**config.mk**
```make
export PLATFORM = sky130hd
export DESIGN_NAME = bit_sync_loop
export DESIGN_NICKNAME = d
export VERILOG_FILES = /design/src/logic/bit_sync_pkg.sv /design/src/logic/loop_ctrl_if.sv /design/src/logic/clock_recovery_filter.sv /design/src/logic/bit_sync_loop.sv
export SDC_FILE = /design/constraint.sdc
export NUM_CORES = 1
export LEC_CHECK = 0
export ABC_AREA = 1
export BUFFER_PORTS_ARGS = -buffer_cell sky130_fd_sc_hd__buf_2
export CAP_MARGIN = 30
export CORE_UTILIZATION = 63
export DETAILED_ROUTE_END_ITERATION = 8
export PLACE_DENSITY_LB_ADDON = 0.1
export SYNTH_ARGS = -nofsm -noshare
export SYNTH_HDL_FRONTEND = slang
export SYNTH_SLANG_ARGS = --single-unit
```
**constraint.sdc**
```tcl
create_clock -name mclk -period 19.6 [get_ports mclk]
set_input_delay 0.98 -clock mclk [delete_from_list [all_inputs] [get_ports mclk]]
set_output_delay 0.98 -clock mclk [all_outputs]
set_load 0.005 [all_outputs]
```
**src/logic/bit_sync_pkg.sv**
```systemverilog
/*
 * Constants shared by the bit synchroniser loop: register indices and
 * byte addresses, field positions, reset values and datapath widths.
 * Assumes a 32-bit APB bus with one register per aligned word.
 */
package bit_sync_pkg;

    // ****************************************************************
    // Register map (printed offsets are indices, byte address = 4 * index)
    // ****************************************************************
    localparam logic [7:0] IDX_FOC_CFG = 8'h19;
    localparam logic [7:0] IDX_BS_CFG = 8'h1a;
    localparam logic [7:0] IDX_STATUS = 8'h20;
    localparam int APB_AW = 12;
    localparam logic [APB_AW-1:0] ADDR_FOC_CFG = {2'h0, IDX_FOC_CFG, 2'h0};
    localparam logic [APB_AW-1:0] ADDR_BS_CFG = {2'h0, IDX_BS_CFG, 2'h0};
    localparam logic [APB_AW-1:0] ADDR_STATUS = {2'h0, IDX_STATUS, 2'h0};

    // ****************************************************************
    // Reset values
    // ****************************************************************
    localparam logic [7:0] FOC_CFG_RESET = 8'h36;
    localparam logic [7:0] BS_CFG_RESET = 8'h6c;

    // ****************************************************************
    // Field positions
    // ****************************************************************
    localparam int PRE_KI_LSB = 6;
    localparam int PRE_KP_LSB = 4;
    localparam int POST_KI_BIT = 3;
    localparam int POST_KP_BIT = 2;
    localparam int LIMIT_LSB = 0;
    localparam int GATE_BIT = 5;
    localparam int ST_LOCK_BIT = 0;
    localparam int ST_FROZEN_BIT = 1;
    localparam int ST_COMP_BIT = 2;
    localparam int ST_CORR_LSB = 16;

    // ****************************************************************
    // Datapath: correction full scale is 2**RATE_FRAC (100 % data rate)
    // ****************************************************************
    localparam int ERR_W = 8;
    localparam int ACC_W = 14;
    localparam int RATE_FRAC = 12;
    localparam int LIM_SHIFT_BASE = RATE_FRAC - 6;

endpackage

```
**src/logic/loop_ctrl_if.sv**
```systemverilog
/*
 * Carrier between the register/control side and the loop filter.
 * Assumes both ends share one clock; no timing of its own.
 */
interface loop_ctrl_if;
    import bit_sync_pkg::*;

    logic [3:0] ki_halves;
    logic [2:0] kp_mult;
    logic [ACC_W-1:0] limit;
    logic comp_en;
    logic freeze;
    logic signed [ACC_W-1:0] rate_corr;
    logic signed [ACC_W:0] phase_adj;

    modport ctrl (output ki_halves, kp_mult, limit, comp_en, freeze,
                  input rate_corr, phase_adj);
    modport filter (input ki_halves, kp_mult, limit, comp_en, freeze,
                    output rate_corr, phase_adj);
endinterface

```
**src/logic/clock_recovery_filter.sv**
```systemverilog
/*
 * Proportional-integral loop filter of the symbol clock recovery.
 * Assumes phase_err comes from demodulator logic on the same clock.
 */
module clock_recovery_filter
    import bit_sync_pkg::*;
(
    input wire logic mclk,
    input wire logic rst_n,
    input wire logic signed [ERR_W-1:0] phase_err,
    loop_ctrl_if.filter lp
);

    logic signed [ACC_W-1:0] acc_q;
    logic signed [ACC_W-1:0] acc_d;
    logic signed [ACC_W:0] phase_q;
    logic signed [ACC_W:0] phase_d;
    logic signed [ERR_W+4:0] int_step;
    logic signed [ERR_W+3:0] prop_step;
    logic signed [ACC_W:0] acc_sum;
    logic signed [ACC_W:0] lim_pos;
    logic signed [ACC_W:0] lim_neg;

    // ****************************************************************
    // Integral path: tracks a steady rate offset, in half-Ki units
    // ****************************************************************
    assign int_step = phase_err * $signed({1'b0, lp.ki_halves});
    assign prop_step = phase_err * $signed({1'b0, lp.kp_mult});
    assign acc_sum = {acc_q[ACC_W-1], acc_q} + (ACC_W+1)'(int_step);
    assign lim_pos = $signed({1'b0, lp.limit});
    assign lim_neg = -lim_pos;

    // Clamp, hold while frozen, or clear when compensation is off
    always_comb begin
        acc_d = acc_q;
        phase_d = '0;
        if (!lp.comp_en) begin
            acc_d = '0;
        end else if (!lp.freeze) begin
            if (acc_sum > lim_pos) begin
                acc_d = lp.limit;
            end else if (acc_sum < lim_neg) begin
                acc_d = ACC_W'(lim_neg);
            end else begin
                acc_d = ACC_W'(acc_sum);
            end
        end
        // Whole phase adjustment, integral term included, is zeroed while frozen so the phase stays put
        if (!lp.freeze) begin
            phase_d = (ACC_W+1)'(prop_step) + {acc_d[ACC_W-1], acc_d};
        end
    end

    // Loop state
    always_ff @(posedge mclk or negedge rst_n) begin
        if (!rst_n) begin
            acc_q <= '0;
            phase_q <= '0;
        end else begin
            acc_q <= acc_d;
            phase_q <= phase_d;
        end
    end

    assign lp.rate_corr = acc_q;
    assign lp.phase_adj = phase_q;
endmodule

```
**src/logic/bit_sync_loop.sv**
```systemverilog
/*
 * Bit synchroniser loop configuration with APB register access and the
 * gain scheduling around sync word detection.
 * Assumes sync_detected, search_start, carrier_sense and phase_err come
 * from demodulator logic on mclk, so they are not resynchronised.
 */
// Local design decision: the APB interface to the registers.
module bit_sync_loop
    import bit_sync_pkg::*;
(
    input wire logic mclk,
    input wire logic rst_n,
    input wire logic [APB_AW-1:0] paddr,
    input wire logic psel,
    input wire logic penable,
    input wire logic pwrite,
    input wire logic [31:0] pwdata,
    output logic [31:0] prdata,
    output logic pready,
    output logic pslverr,
    input wire logic signed [ERR_W-1:0] phase_err,
    input wire logic sync_detected,
    input wire logic search_start,
    input wire logic carrier_sense,
    output logic signed [ACC_W-1:0] rate_correction,
    output logic signed [ACC_W:0] phase_adjust,
    output logic sync_locked
);

    // ****************************************************************
    // Register file
    // ****************************************************************
    logic [7:0] bs_cfg_q;
    logic [7:0] foc_cfg_q;
    logic [31:0] prdata_q;
    logic pslverr_q;
    logic sync_found_q;
    logic sync_found_d;
    logic [31:0] status_w;
    logic [31:0] rd_mux;
    logic hit_bs;
    logic hit_foc;
    logic hit_st;
    logic hit_any;
    logic setup_ph;
    logic wr_take;

    // Address decode and phase qualifiers
    assign hit_bs = paddr == ADDR_BS_CFG;
    assign hit_foc = paddr == ADDR_FOC_CFG;
    assign hit_st = paddr == ADDR_STATUS;
    assign hit_any = hit_bs || hit_foc || hit_st;
    assign setup_ph = psel && !penable;
    assign wr_take = psel && penable && pready && pwrite;

    // Zero wait states: answer always comes in the first access cycle
    assign pready = 1'b1;
    assign prdata = prdata_q;
    assign pslverr = pslverr_q;

    // Read mux; unmapped words read zero and flag an error
    assign rd_mux = hit_bs ? {24'h000000, bs_cfg_q} :
                    hit_foc ? {24'h000000, foc_cfg_q} :
                    hit_st ? status_w : 32'h00000000;

    // Read data is captured in the setup cycle so it leaves a flop
    always_ff @(posedge mclk or negedge rst_n) begin
        if (!rst_n) begin
            prdata_q <= 32'h00000000;
            pslverr_q <= 1'b0;
        end else if (setup_ph) begin
            prdata_q <= pwrite ? 32'h00000000 : rd_mux;
            pslverr_q <= !hit_any;
        end
    end

    // Configuration writes land on the access edge only
    always_ff @(posedge mclk or negedge rst_n) begin
        if (!rst_n) begin
            bs_cfg_q <= BS_CFG_RESET;
            foc_cfg_q <= FOC_CFG_RESET;
        end else if (wr_take) begin
            if (hit_bs) begin
                bs_cfg_q <= pwdata[7:0];
            end
            if (hit_foc) begin
                foc_cfg_q <= pwdata[7:0];
            end
        end
    end

    // ****************************************************************
    // Sync tracking and gain scheduling
    // ****************************************************************
    logic [1:0] pre_ki;
    logic [1:0] pre_kp;
    logic [1:0] lim_code;
    logic post_ki_sel;
    logic post_kp_sel;
    logic [3:0] ki_pre_halves;
    logic [2:0] kp_pre_mult;
    logic freeze_w;

    assign pre_ki = bs_cfg_q[PRE_KI_LSB +: 2];
    assign pre_kp = bs_cfg_q[PRE_KP_LSB +: 2];
    assign lim_code = bs_cfg_q[LIMIT_LSB +: 2];
    assign post_ki_sel = bs_cfg_q[POST_KI_BIT];
    assign post_kp_sel = bs_cfg_q[POST_KP_BIT];

    // A detection in the same cycle as a restart wins, so no lock is lost
    assign sync_found_d = sync_detected ? 1'b1 :
                          search_start ? 1'b0 : sync_found_q;

    always_ff @(posedge mclk or negedge rst_n) begin
        if (!rst_n) begin
            sync_found_q <= 1'b0;
        end else begin
            sync_found_q <= sync_found_d;
        end
    end

    assign sync_locked = sync_found_q;

    // Integral gain is carried in half-Ki units so Ki/2 stays exact
    assign ki_pre_halves = 4'(({2'h0, pre_ki} + 4'h1) << 1);
    assign kp_pre_mult = {1'b0, pre_kp} + 3'h1;

    loop_ctrl_if lp ();

    assign lp.ki_halves = (sync_found_q && post_ki_sel) ? 4'h1 : ki_pre_halves;
    assign lp.kp_mult = (sync_found_q && post_kp_sel) ? 3'h1 : kp_pre_mult;

    // Limit of 2**(LIM_SHIFT_BASE+code): 3.125, 6.25 or 12.5 % of full scale
    assign lp.comp_en = lim_code != 2'h0;
    assign lp.limit = lp.comp_en ?
        ACC_W'(ACC_W'(1) << (LIM_SHIFT_BASE + int'(lim_code))) : '0;

    // Hold the loop until the channel shows a carrier
    assign freeze_w = foc_cfg_q[GATE_BIT] && !carrier_sense;
    assign lp.freeze = freeze_w;

    clock_recovery_filter u_filter (
        .mclk(mclk),
        .rst_n(rst_n),
        .phase_err(phase_err),
        .lp(lp.filter)
    );

    assign rate_correction = lp.rate_corr;
    assign phase_adjust = lp.phase_adj;

    // Status word shows the loop's live state
    assign status_w = {{(16 - ACC_W){lp.rate_corr[ACC_W-1]}}, lp.rate_corr,
                       13'h0000, lp.comp_en, freeze_w, sync_found_q};
endmodule

```
=== Yosys cells after proc, flatten, opt, wreduce, memory -nomap -nowiden ===
Cells that the tools add are included.

* Add/sub/neg operators: 6
* $mul: 2
* Divide/modulo/power cells: 0
* Magnitude comparators: 2
* Equal/unequal tests: 3
* Shift operators: 1
* Mux-type cells: 14
* Bitwise logic cells: 0
* Reductions and logical operators: 15

{| class="wikitable"
|+ Operators with widths
! cell !! count
|-
| 32-bit 2-to-1 mux || 4
|-
| 14-bit 2-to-1 mux || 5
|-
| 12-bit by 7-bit equality test with 1-bit output, second input constant || 2
|-
| 12-bit by 14-bit adder with 15-bit output || 1
|-
| 14-bit by 13-bit adder with 15-bit output || 1
|-
| 15-bit greater-than comparator || 1
|-
| 15-bit less-than comparator || 1
|-
| 15-bit 2-to-1 mux || 1
|-
| 14-bit negation with 15-bit output || 1
|-
| 1-bit by 4-bit left shift with 14-bit output, first input constant || 1
|-
| 8-bit by 5-bit multiplier with 13-bit output || 1
|-
| 12-bit by 8-bit equality test with 1-bit output, second input constant || 1
|-
| 8-bit by 4-bit multiplier with 12-bit output || 1
|-
| 2-bit by 1-bit adder with 3-bit output, second input constant || 2
|-
| 1-bit logical AND || 6
|-
| 3-bit by 2-bit adder with 4-bit output, first input constant || 1
|-
| 4-bit 2-to-1 mux || 1
|-
| 2-bit AND reduction || 2
|-
| 2-bit nonzero test || 2
|-
| 1-bit zero test || 3
|-
| 3-bit 2-to-1 mux || 1
|-
| 1-bit logical OR || 2
|-
| 1-bit 2-to-1 mux || 2
|}

* Flip-flop bits (word level): 79
* Latch bits: 0
* RAM bits: 0
* Bits in read-only memories: 0
* Input port bits: 60
* Memories kept: 0

=== Longest topological paths before layout ===
Gate-level depths: netlist of the first run.

* Word-level depth: 11
* Depth in mapped cells: 55
* Gate-level depth less buffers: 54

=== Modules after synthesis ===
Synthesis of the first run repeated with hierarchy kept, for this count alone.

* Cell total of the unflattened synthesis: 1059
* Area, all modules: 7801.2 µm²

{| class="wikitable"
|+ By module, submodules not included
! module !! times used !! cells an instance !! area each (µm²) !! seq. area each (µm²)
|-
| clock_recovery_filter || 1 || 783 || 5577.8 || 725.7
|-
| bit_sync_loop || 1 || 276 || 2223.4 || 1011.0
|}

=== Least setup slack after synthesis of the first run ===
No wires, ideal clock.

* Path type: input to register
* Start point: input phase_err[7]
* End point: register u_filter.phase_q[13], in the netlist u_filter.lp.phase_adj[13]
* Data arrival time: 7843 ps
* Path slack: 11680 ps
* Cell stages on the path: 50
* Path through: inv_1 > nor2_1 > inv_1 > fa_1 > inv_1 > fa_1 > inv_1 > fa_1 > inv_1 > ha_1 > nand2_1 > inv_1 > a21oi_2 > nand2_1 > nand3_1 > o211ai_1 > nand2_1 > nand2_1 > [14 not listed] > buf_8 > nand2_1 > nand3b_1 > a21oi_1 > fa_1 > inv_1 > fa_1 > inv_1 > nand3_1 > nand2_1 > a21oi_1 > o21ai_0 > nand2_1 > nand2_1 > a21oi_1 > o21bai_1 > o21ai_0 > a21oi_1

* Word-level cells in the longest chain between the ends: 9

{| class="wikitable"
|+ Ends and longest elaborated chain
! what !! line !! text
|-
| start: declaration || bit_sync_loop.sv:21 || <nowiki>input wire logic signed [ERR_W-1:0] phase_err,</nowiki>
|-
| 8-bit by 5-bit multiplier with 13-bit output (*) || clock_recovery_filter.sv:27 || <nowiki>assign int_step = phase_err * $signed({1'b0, lp.ki_halves});</nowiki>
|-
| 14-bit by 13-bit adder with 15-bit output (*) || clock_recovery_filter.sv:29 || <nowiki>assign acc_sum = {acc_q[ACC_W-1], acc_q} + (ACC_W+1)'(int_step);</nowiki>
|-
| 15-bit less-than comparator || clock_recovery_filter.sv:42 || <nowiki>end else if (acc_sum < lim_neg) begin</nowiki>
|-
| 14-bit 2-to-1 mux || clock_recovery_filter.sv:42 ||
|-
| 14-bit 2-to-1 mux (*) || clock_recovery_filter.sv:40 || <nowiki>if (acc_sum > lim_pos) begin</nowiki>
|-
| 14-bit 2-to-1 mux (*) || clock_recovery_filter.sv:39 || <nowiki>end else if (!lp.freeze) begin</nowiki>
|-
| 14-bit 2-to-1 mux (*) || clock_recovery_filter.sv:37 || <nowiki>if (!lp.comp_en) begin</nowiki>
|-
| named net u_filter.acc_d[2] || clock_recovery_filter.sv:15 || <nowiki>logic signed [ACC_W-1:0] acc_d;</nowiki>
|-
| 12-bit by 14-bit adder with 15-bit output (*) || clock_recovery_filter.sv:50 || <nowiki>phase_d = (ACC_W+1)'(prop_step) + {acc_d[ACC_W-1], acc_d};</nowiki>
|-
| 15-bit 2-to-1 mux (*) || clock_recovery_filter.sv:49 || <nowiki>if (!lp.freeze) begin</nowiki>
|-
| named net u_filter.phase_d[13] || clock_recovery_filter.sv:17 || <nowiki>logic signed [ACC_W:0] phase_d;</nowiki>
|-
| end signal: assignment || clock_recovery_filter.sv:61 || <nowiki>phase_q <= phase_d;</nowiki>
|-
| end: declaration || clock_recovery_filter.sv:16 || <nowiki>logic signed [ACC_W:0] phase_q;</nowiki>
|}

The timed path passes the listed nets; every way through them passes the cells marked *.
A chain may end at the register's enable or synchronous reset.

=== Final worst setup path of the first run ===
* Start point: register sync_found_q, in the netlist sync_locked
* End point: register u_filter.phase_q[13], in the netlist u_filter.lp.phase_adj[13]

* Word-level cells in the longest chain between the ends: 11

{| class="wikitable"
|+ Ends and longest elaborated chain
! what !! line !! text
|-
| start: declaration || bit_sync_loop.sv:37 || <nowiki>logic sync_found_q;</nowiki>
|-
| start signal: assignment || bit_sync_loop.sv:118 || <nowiki>sync_found_q <= sync_found_d;</nowiki>
|-
| 1-bit logical AND (*) || bit_sync_loop.sv:130 || <nowiki>assign lp.ki_halves = (sync_found_q && post_ki_sel) ? 4'h1 : ki_pre_halves;</nowiki>
|-
| 4-bit 2-to-1 mux (*) || bit_sync_loop.sv:130 ||
|-
| 8-bit by 5-bit multiplier with 13-bit output (*) || clock_recovery_filter.sv:27 ||
|-
| 14-bit by 13-bit adder with 15-bit output (*) || clock_recovery_filter.sv:29 ||
|-
| 15-bit less-than comparator || clock_recovery_filter.sv:42 ||
|-
| 14-bit 2-to-1 mux || clock_recovery_filter.sv:42 ||
|-
| 14-bit 2-to-1 mux (*) || clock_recovery_filter.sv:40 ||
|-
| 14-bit 2-to-1 mux (*) || clock_recovery_filter.sv:39 ||
|-
| 14-bit 2-to-1 mux (*) || clock_recovery_filter.sv:37 ||
|-
| named net u_filter.acc_d[4] || clock_recovery_filter.sv:15 ||
|-
| 12-bit by 14-bit adder with 15-bit output (*) || clock_recovery_filter.sv:50 ||
|-
| 15-bit 2-to-1 mux (*) || clock_recovery_filter.sv:49 ||
|-
| named net u_filter.phase_d[13] || clock_recovery_filter.sv:17 ||
|}

Marked as above.

==> results.toml, run 1 <==
[worst_setup_path]
timing.critical_path.to = "u_filter.lp.phase_adj[13]"
timing.rr.end = "u_filter.lp.phase_adj[13]"
cpMaxStageDelayCell = "fa_1"
end_kind = "register"
crit_start = "sync_locked"
cp_max_fo = 16
crit_path_start_kind = "register"
cp.arrival_ns = 9.55
r2r_start = "sync_locked"
reg2reg_slack_ns = 10.28
critical_path_class = "register to register"
worst_path_most_repeated_cell = "nand2_1"
cp.required_ns = 19.83
slowest_delay_ns = 0.53
reg2reg_depth = 51

[run]
cap_violations = 0

[route]
firstDrtPassIters = 5
route.met2.wl_um = 7920
ant_nets = 0
met3_length_um = 1030
wire_per_inst_um = 14.7
met1_length_um = 7430
via_per_inst = 5.35
wl_um = 16800
dr_total_vias = 6120
post-route-drc-count = 0
dr.first_iter.drc_count = 254
highest_layer = "met4"

[clock_tree]
cts_resized = 0
cts.root.buffer_cell = "clkbuf_16"
clockBufferDepth = 2
clock_latency_ns = 0.34
cts_hold_buf = 0
ctsHtreeMaxLevel = 3
cts_tree = "done"
clkSlewWorstSetupHoldPaths_ns = 0.06
post_cts_buffers = 0
numCtsBuffers = 9
cts.sinks = 69

[floorplanning]
die_h_um = 108
ioPinCount = 124
rows = 38
fp.coreArea_um2 = 10900
initial_core_util_pct = 65.0
die_w_um = 108
die-area_um2 = 11700

[placed_design]
portBuffers = 90
pre_cts_ws_ns = 10.42
dpl_cell_area_um2 = 7650
gp_congestion = 0.892
dp_cells = 1128
dp_hpwl_um = 13100

[yosys]
synth-seq-cells = 69
ys_seq_area_share_pct = 24.4
avgSynthCellArea_um2 = 7.84
synth_area_leader_cell = "dfrtp_1"
synth_cell_types = 44
ys.warnings.count = 0
ys.flop_type = "dfrtp_1"
synthArstFlopShare_pct = 100
mappedNetlistArea_um2 = 7110
synth_top_cells_by_area = "dfrtp_1, ha_1, fa_1, inv_1, nand2_1"
synth-edff-count = 0
syn_inst = 907
synth_top_area_share_pct = 21.5

[final_layout]
syn_to_final_growth_pct = 11.4
finalInstanceArea_um2 = 7920
final_common_cell = "inv_1"
drive_gt1_share_pct = 13.5
fillers = 915
antenna_cells = 0
final_cell_mix = "inv_1, nand2_1, ha_1, buf_2, nor2_1"
final_cell_count_no_fill = 1144
num-nets-final = 1205

[status]
status = "complete, no violations"

[timing]
final.setup_skew_ns = 0.00865
hold_viol_final = 0
final_max_slew_viol_count = 0
max_freq_mhz = 107
relSlewSlack_pct = 39.4
layout_min_cycle_time_ns = 9.32
setup_viol = 0
final.setup.tns_ns = 0
fin_ws_ns = 10.28
finalCritPeriodShare_pct = 47.6
max_slew.worst_pin.slew_ns = 0.910
rsz0062_at_grt = "false"

[global_route]
grt_pass1_wl_um = 27600
grt_usage_pct = 30.8
antenna_found_initial = 0
grt_remaining_overflow = 0
grt_pass1_vias = 5776
grt_max_degree = 70

[worst_hold_path]
min_path_type = "register to register"

[pwr]
ir_worst_vdd_mv = 0.0358
power_switching_mw = 0.103
pwr-share-clk_pct = 43.8
share_comb_of_total_power_pct = 15.0
intPower_mw = 0.249
leakagePower_nw = 4.44
pwr-share-seq_pct = 41.2
switching_share_pct = 29.4
p_total_mw = 0.352
power_density_nw_per_um2 = 44.5
cell usage after synthesis, types with 3 or more instances:
cell type  number
o21ai_0        71
ha_1           94
dfrtp_1        61
xnor2_1         9
buf_4          11
dfstp_2         8
a221oi_1        3
nand4_1         6
a21oi_1        54
fa_1           52
nor4_1          3
nor2_1         77
nand3b_1        3
a21o_1          5
inv_1         198
nand2_2         6
a31o_2          3
nor3_1          3
clkbuf_1        7
a22o_1          6
nand3_1        29
xor2_1          9
nand2_1       161
power by group through the flow:
stage	clock network (mW)	logic (mW)	registers, mW
6_report	0.154	0.0529	0.145
5_1_grt	0.161	0.0612	0.145
4_1_cts	0.155	0.0529	0.145
3_5_place_dp	0	0.0526	0.148
3_3_place_gp	0	0.0511	0.148
2_1_floorplan	0	0.0361	0.148
layout make-up:
cell class / instances / area [um^2] / area share (%)
clock buffers: 9 / 225 / 2.84
clock inverters: 7 / 47.5 / 0.600
inverters: 200 / 751 / 9.48
multi-input cells: 627 / 4520 / 57.1
flip-flops and latches: 69 / 1740 / 21.9
well taps: 140 / 175 / 2.21
repair buffers: 92 / 465 / 5.87
stage by stage:
step	util, %	hold slack (ns)
final	72.4	0.479
after CTS	72.4	0.483
after global routing	72.4	0.500
after floorplan	-	0.453
after detailed placement	70.0	0.468
after global placement	70.0	0.462
worst min path at each step:
stage | slack (ns) | endpoint | cells past startpoint | from
floorplan | 0.45 | foc_cfg_q[0] | 2 | foc_cfg_q[0]
global placement | 0.46 | prdata[19] | 2 | prdata[19]
CTS | 0.48 | prdata[16] | 2 | prdata[16]
global route | 0.50 | prdata[16] | 2 | prdata[16]
finish | 0.48 | prdata[16] | 2 | prdata[16]
detailed placement | 0.47 | prdata[20] | 2 | prdata[20]
kinds of logic after synthesis:
kind of cell | Yosys count | synth area share, %
DFF | 69 | 24.4
xor gates and xnor gates | 18 | 2.22
adders and majority gates | 146 | 31.2
and+or+nand+nor | 297 | 17.6
buffers and inverters | 223 | 12.6
AOI/OAI and AO/OA | 152 | 11.9
other | 2 | 0.106
routing by layer:
layer	track usage, %	vias to the layer above
li1	-	3017
met1	40.3	2869
met2	51.8	205
met3	5.61	29
met4	10.1	0
met5	0	-
worst max-delay path: cells and delay by family (launching register included):
kind / cells / cell delay [ns]
compound gates: 11 / 1.76
xor+xnor: 1 / 0.27
fa+ha+maj: 7 / 3.07
buf+inv: 9 / 0.91
flops: 1 / 0.41
simple gates: 23 / 2.78
registers in the layout, indices dropped and copies added (netlist names):
signal and cells:
prdata 22, u_filter.lp.rate_corr 14, bs_cfg_q 8, u_filter.lp.phase_adj 15
pslverr 1, sync_locked 1, foc_cfg_q 8
(Power assumes the default switching activity.)
==> run 2: changes to the inputs <==
--- a/config.mk
+++ b/config.mk
@@ -8,7 +8,7 @@
 export ABC_AREA = 1
 export BUFFER_PORTS_ARGS = -buffer_cell sky130_fd_sc_hd__buf_2
 export CAP_MARGIN = 30
-export CORE_UTILIZATION = 63
+export CORE_UTILIZATION = 52
 export DETAILED_ROUTE_END_ITERATION = 8
 export PLACE_DENSITY_LB_ADDON = 0.1
 export SYNTH_ARGS = -nofsm -noshare
==> constraint.sdc (replaced) <==
create_clock -name mclk -period 8.15 [get_ports mclk]
set_input_delay 0.4075 -clock mclk [delete_from_list [all_inputs] [get_ports mclk]]
set_output_delay 0.4075 -clock mclk [all_outputs]
set_load 0.005 [all_outputs]
==> run 2 against run 1 <==
Cell area rose by 8.0%; non-clock buffer count rose by 32; hold slack worse by 0.22 ns; die area grew 21%.
==> results.toml, run 2 (synthesis results as in run 1) <==
[status]
status = "complete, no violations"

[timing]
layout_min_cycle_time_ns = 7.64
final_max_slew_viol_count = 0
holdWs_ns = 0.260
max_slew.worst_pin.slew_ns = 0.924
relSlewSlack_pct = 38.4
rsz0062_at_grt = "false"
finalCritPeriodShare_pct = 93.7
final.setup_skew_ns = 0.00827
hold_viol_final = 0
setup_viol = 0
max_freq_mhz = 131
fin_ws_ns = 0.511
final.setup.tns_ns = 0

[global_route]
grt_pass1_vias = 5889
grt_remaining_overflow = 0
grt_max_degree = 70
antenna_found_initial = 0
grt_pass1_wl_um = 28200
grt_usage_pct = 25.6

[worst_setup_path]
reg2reg_slack_ns = 0.51
crit_start = "bs_cfg_q[3]"
timing.rr.end = "u_filter.lp.phase_adj[13]"
cp.required_ns = 8.41
cpMaxStageDelayCell = "fa_1"
end_kind = "register"
cp.arrival_ns = 7.90
crit_path_start_kind = "register"
critical_path_class = "register to register"
cp_max_fo = 6
slowest_delay_ns = 0.57
reg2reg_depth = 48
cp_top_family = "adder cells"
r2r_start = "bs_cfg_q[3]"
path_buf_inv = 10
path_depth = 48
worst_path_most_repeated_cell = "nand2_2"

[route]
wl_um = 17300
dr.first_iter.drc_count = 343
ant_nets = 0
firstDrtPassIters = 5
wire_per_inst_um = 14.2
post-route-drc-count = 0
dr_total_vias = 6144
via_per_inst = 5.07

[worst_hold_path]
min_path_type = "primary input to register"
hp-start = "search_start"
hold_depth = 2
hold-path-endpoint = "sync_locked"

[floorplanning]
rows = 42
ioPinCount = 124
die_w_um = 119
initial_core_util_pct = 53.5
die_h_um = 119
fp.coreArea_um2 = 13300
die-area_um2 = 14200

[pwr]
p_total_mw = 0.872
power_density_nw_per_um2 = 102
leakagePower_nw = 4.62
ir_worst_vdd_mv = 0.0833

[final_layout]
antenna_cells = 0
syn_to_final_growth_pct = 20.3
fillers = 1166
drive_gt1_share_pct = 21.7
num-nets-final = 1238
final_cell_mix = "inv_1, nand2_1, buf_2, ha_1, nor2_1"
largest_reg_flops = 22
final_common_cell = "inv_1"
post-route-util_pct = 64.4

[clock_tree]
numCtsBuffers = 9
cts.root.buffer_cell = "clkbuf_16"
cts.sinks = 69
cts_tree = "done"
clockBufferDepth = 2
clock_latency_ns = 0.34
clkSlewWorstSetupHoldPaths_ns = 0.06
cts_hold_buf = 0
ctsHtreeMaxLevel = 3

[placed_design]
portBuffers = 90
dp_hpwl_um = 13500
pre_cts_ws_ns = 0.107
gp_congestion = 0.873

[run]
cap_violations = 0
run 2: area by class of cell:
| type | instances | area [um^2] | area share, % |
|---|---|---|---|
| clock inverter | 5 | 33.8 | 0.395 |
| sequential | 69 | 1740 | 20.3 |
| multi-input combinational | 628 | 4830 | 56.5 |
| inverter | 200 | 756 | 8.83 |
| timing repair buffer | 124 | 726 | 8.48 |
| tap | 176 | 220 | 2.57 |
| clock buffer | 11 | 253 | 2.95 |
run 2: what timing repair did:
| item | CTS | global route |
|---|---|---|
| setup endpoints to repair | 0 | 9 |
| endpoints found under the hold margin | 0 | 0 |
| buffers inserted | 0 | 12 |
| gates resized for setup | 0 | 77 |
run 2: how the worst max path moves through the flow:
| stage | to | slack, ns |
|---|---|---|
| 3_3_place_gp | u_filter.lp.phase_adj[12] | 0.17 |
| 5_1_grt | u_filter.lp.phase_adj[13] | 0.0006 |
| 4_1_cts | u_filter.lp.phase_adj[13] | 0.06 |
| 3_5_place_dp | u_filter.lp.phase_adj[13] | 0.11 |
| 2_1_floorplan | u_filter.lp.phase_adj[13] | 0.41 |
| 6_report | u_filter.lp.phase_adj[13] | 0.51 |
run 2: where the power goes:
part,internal (mW),switching [mW],total [mW]
Combinational,0.0560,0.0898,0.146
Sequential,0.348,0.00141,0.349
Clock,0.222,0.154,0.377
Total,0.626,0.246,0.872
run 2: worst register-to-register path: cells and delay by family (launching register included):
family                     cells  cell delay (ns)
xor gates and xnor gates       1             0.09
DFF                            1             0.55
adders and majority gates      7             3.13
and+or+nand+nor               22             2.10
buffers and inverters         10             0.75
AOI/OAI and AO/OA              8             0.97
run 2: metal layers:
layer / track usage, % / share of wire, % / vias to the layer above
met5: 0 / 0 / -
met4: 6.88 / 2.0 / 0
met3: 4.26 / 5.1 / 22
met2: 43.3 / 47 / 176
met1: 34.0 / 46 / 2874
li1: - / - / 3072
run 2: metrics by stage:
step                      instance area (um^2)  std cells
final                                     8560       1213
after global routing                      8560       1213
after CTS                                 8130       1200
after detailed placement                  7850       1184
after global placement                    7850       1184
after floorplan                           7160        919
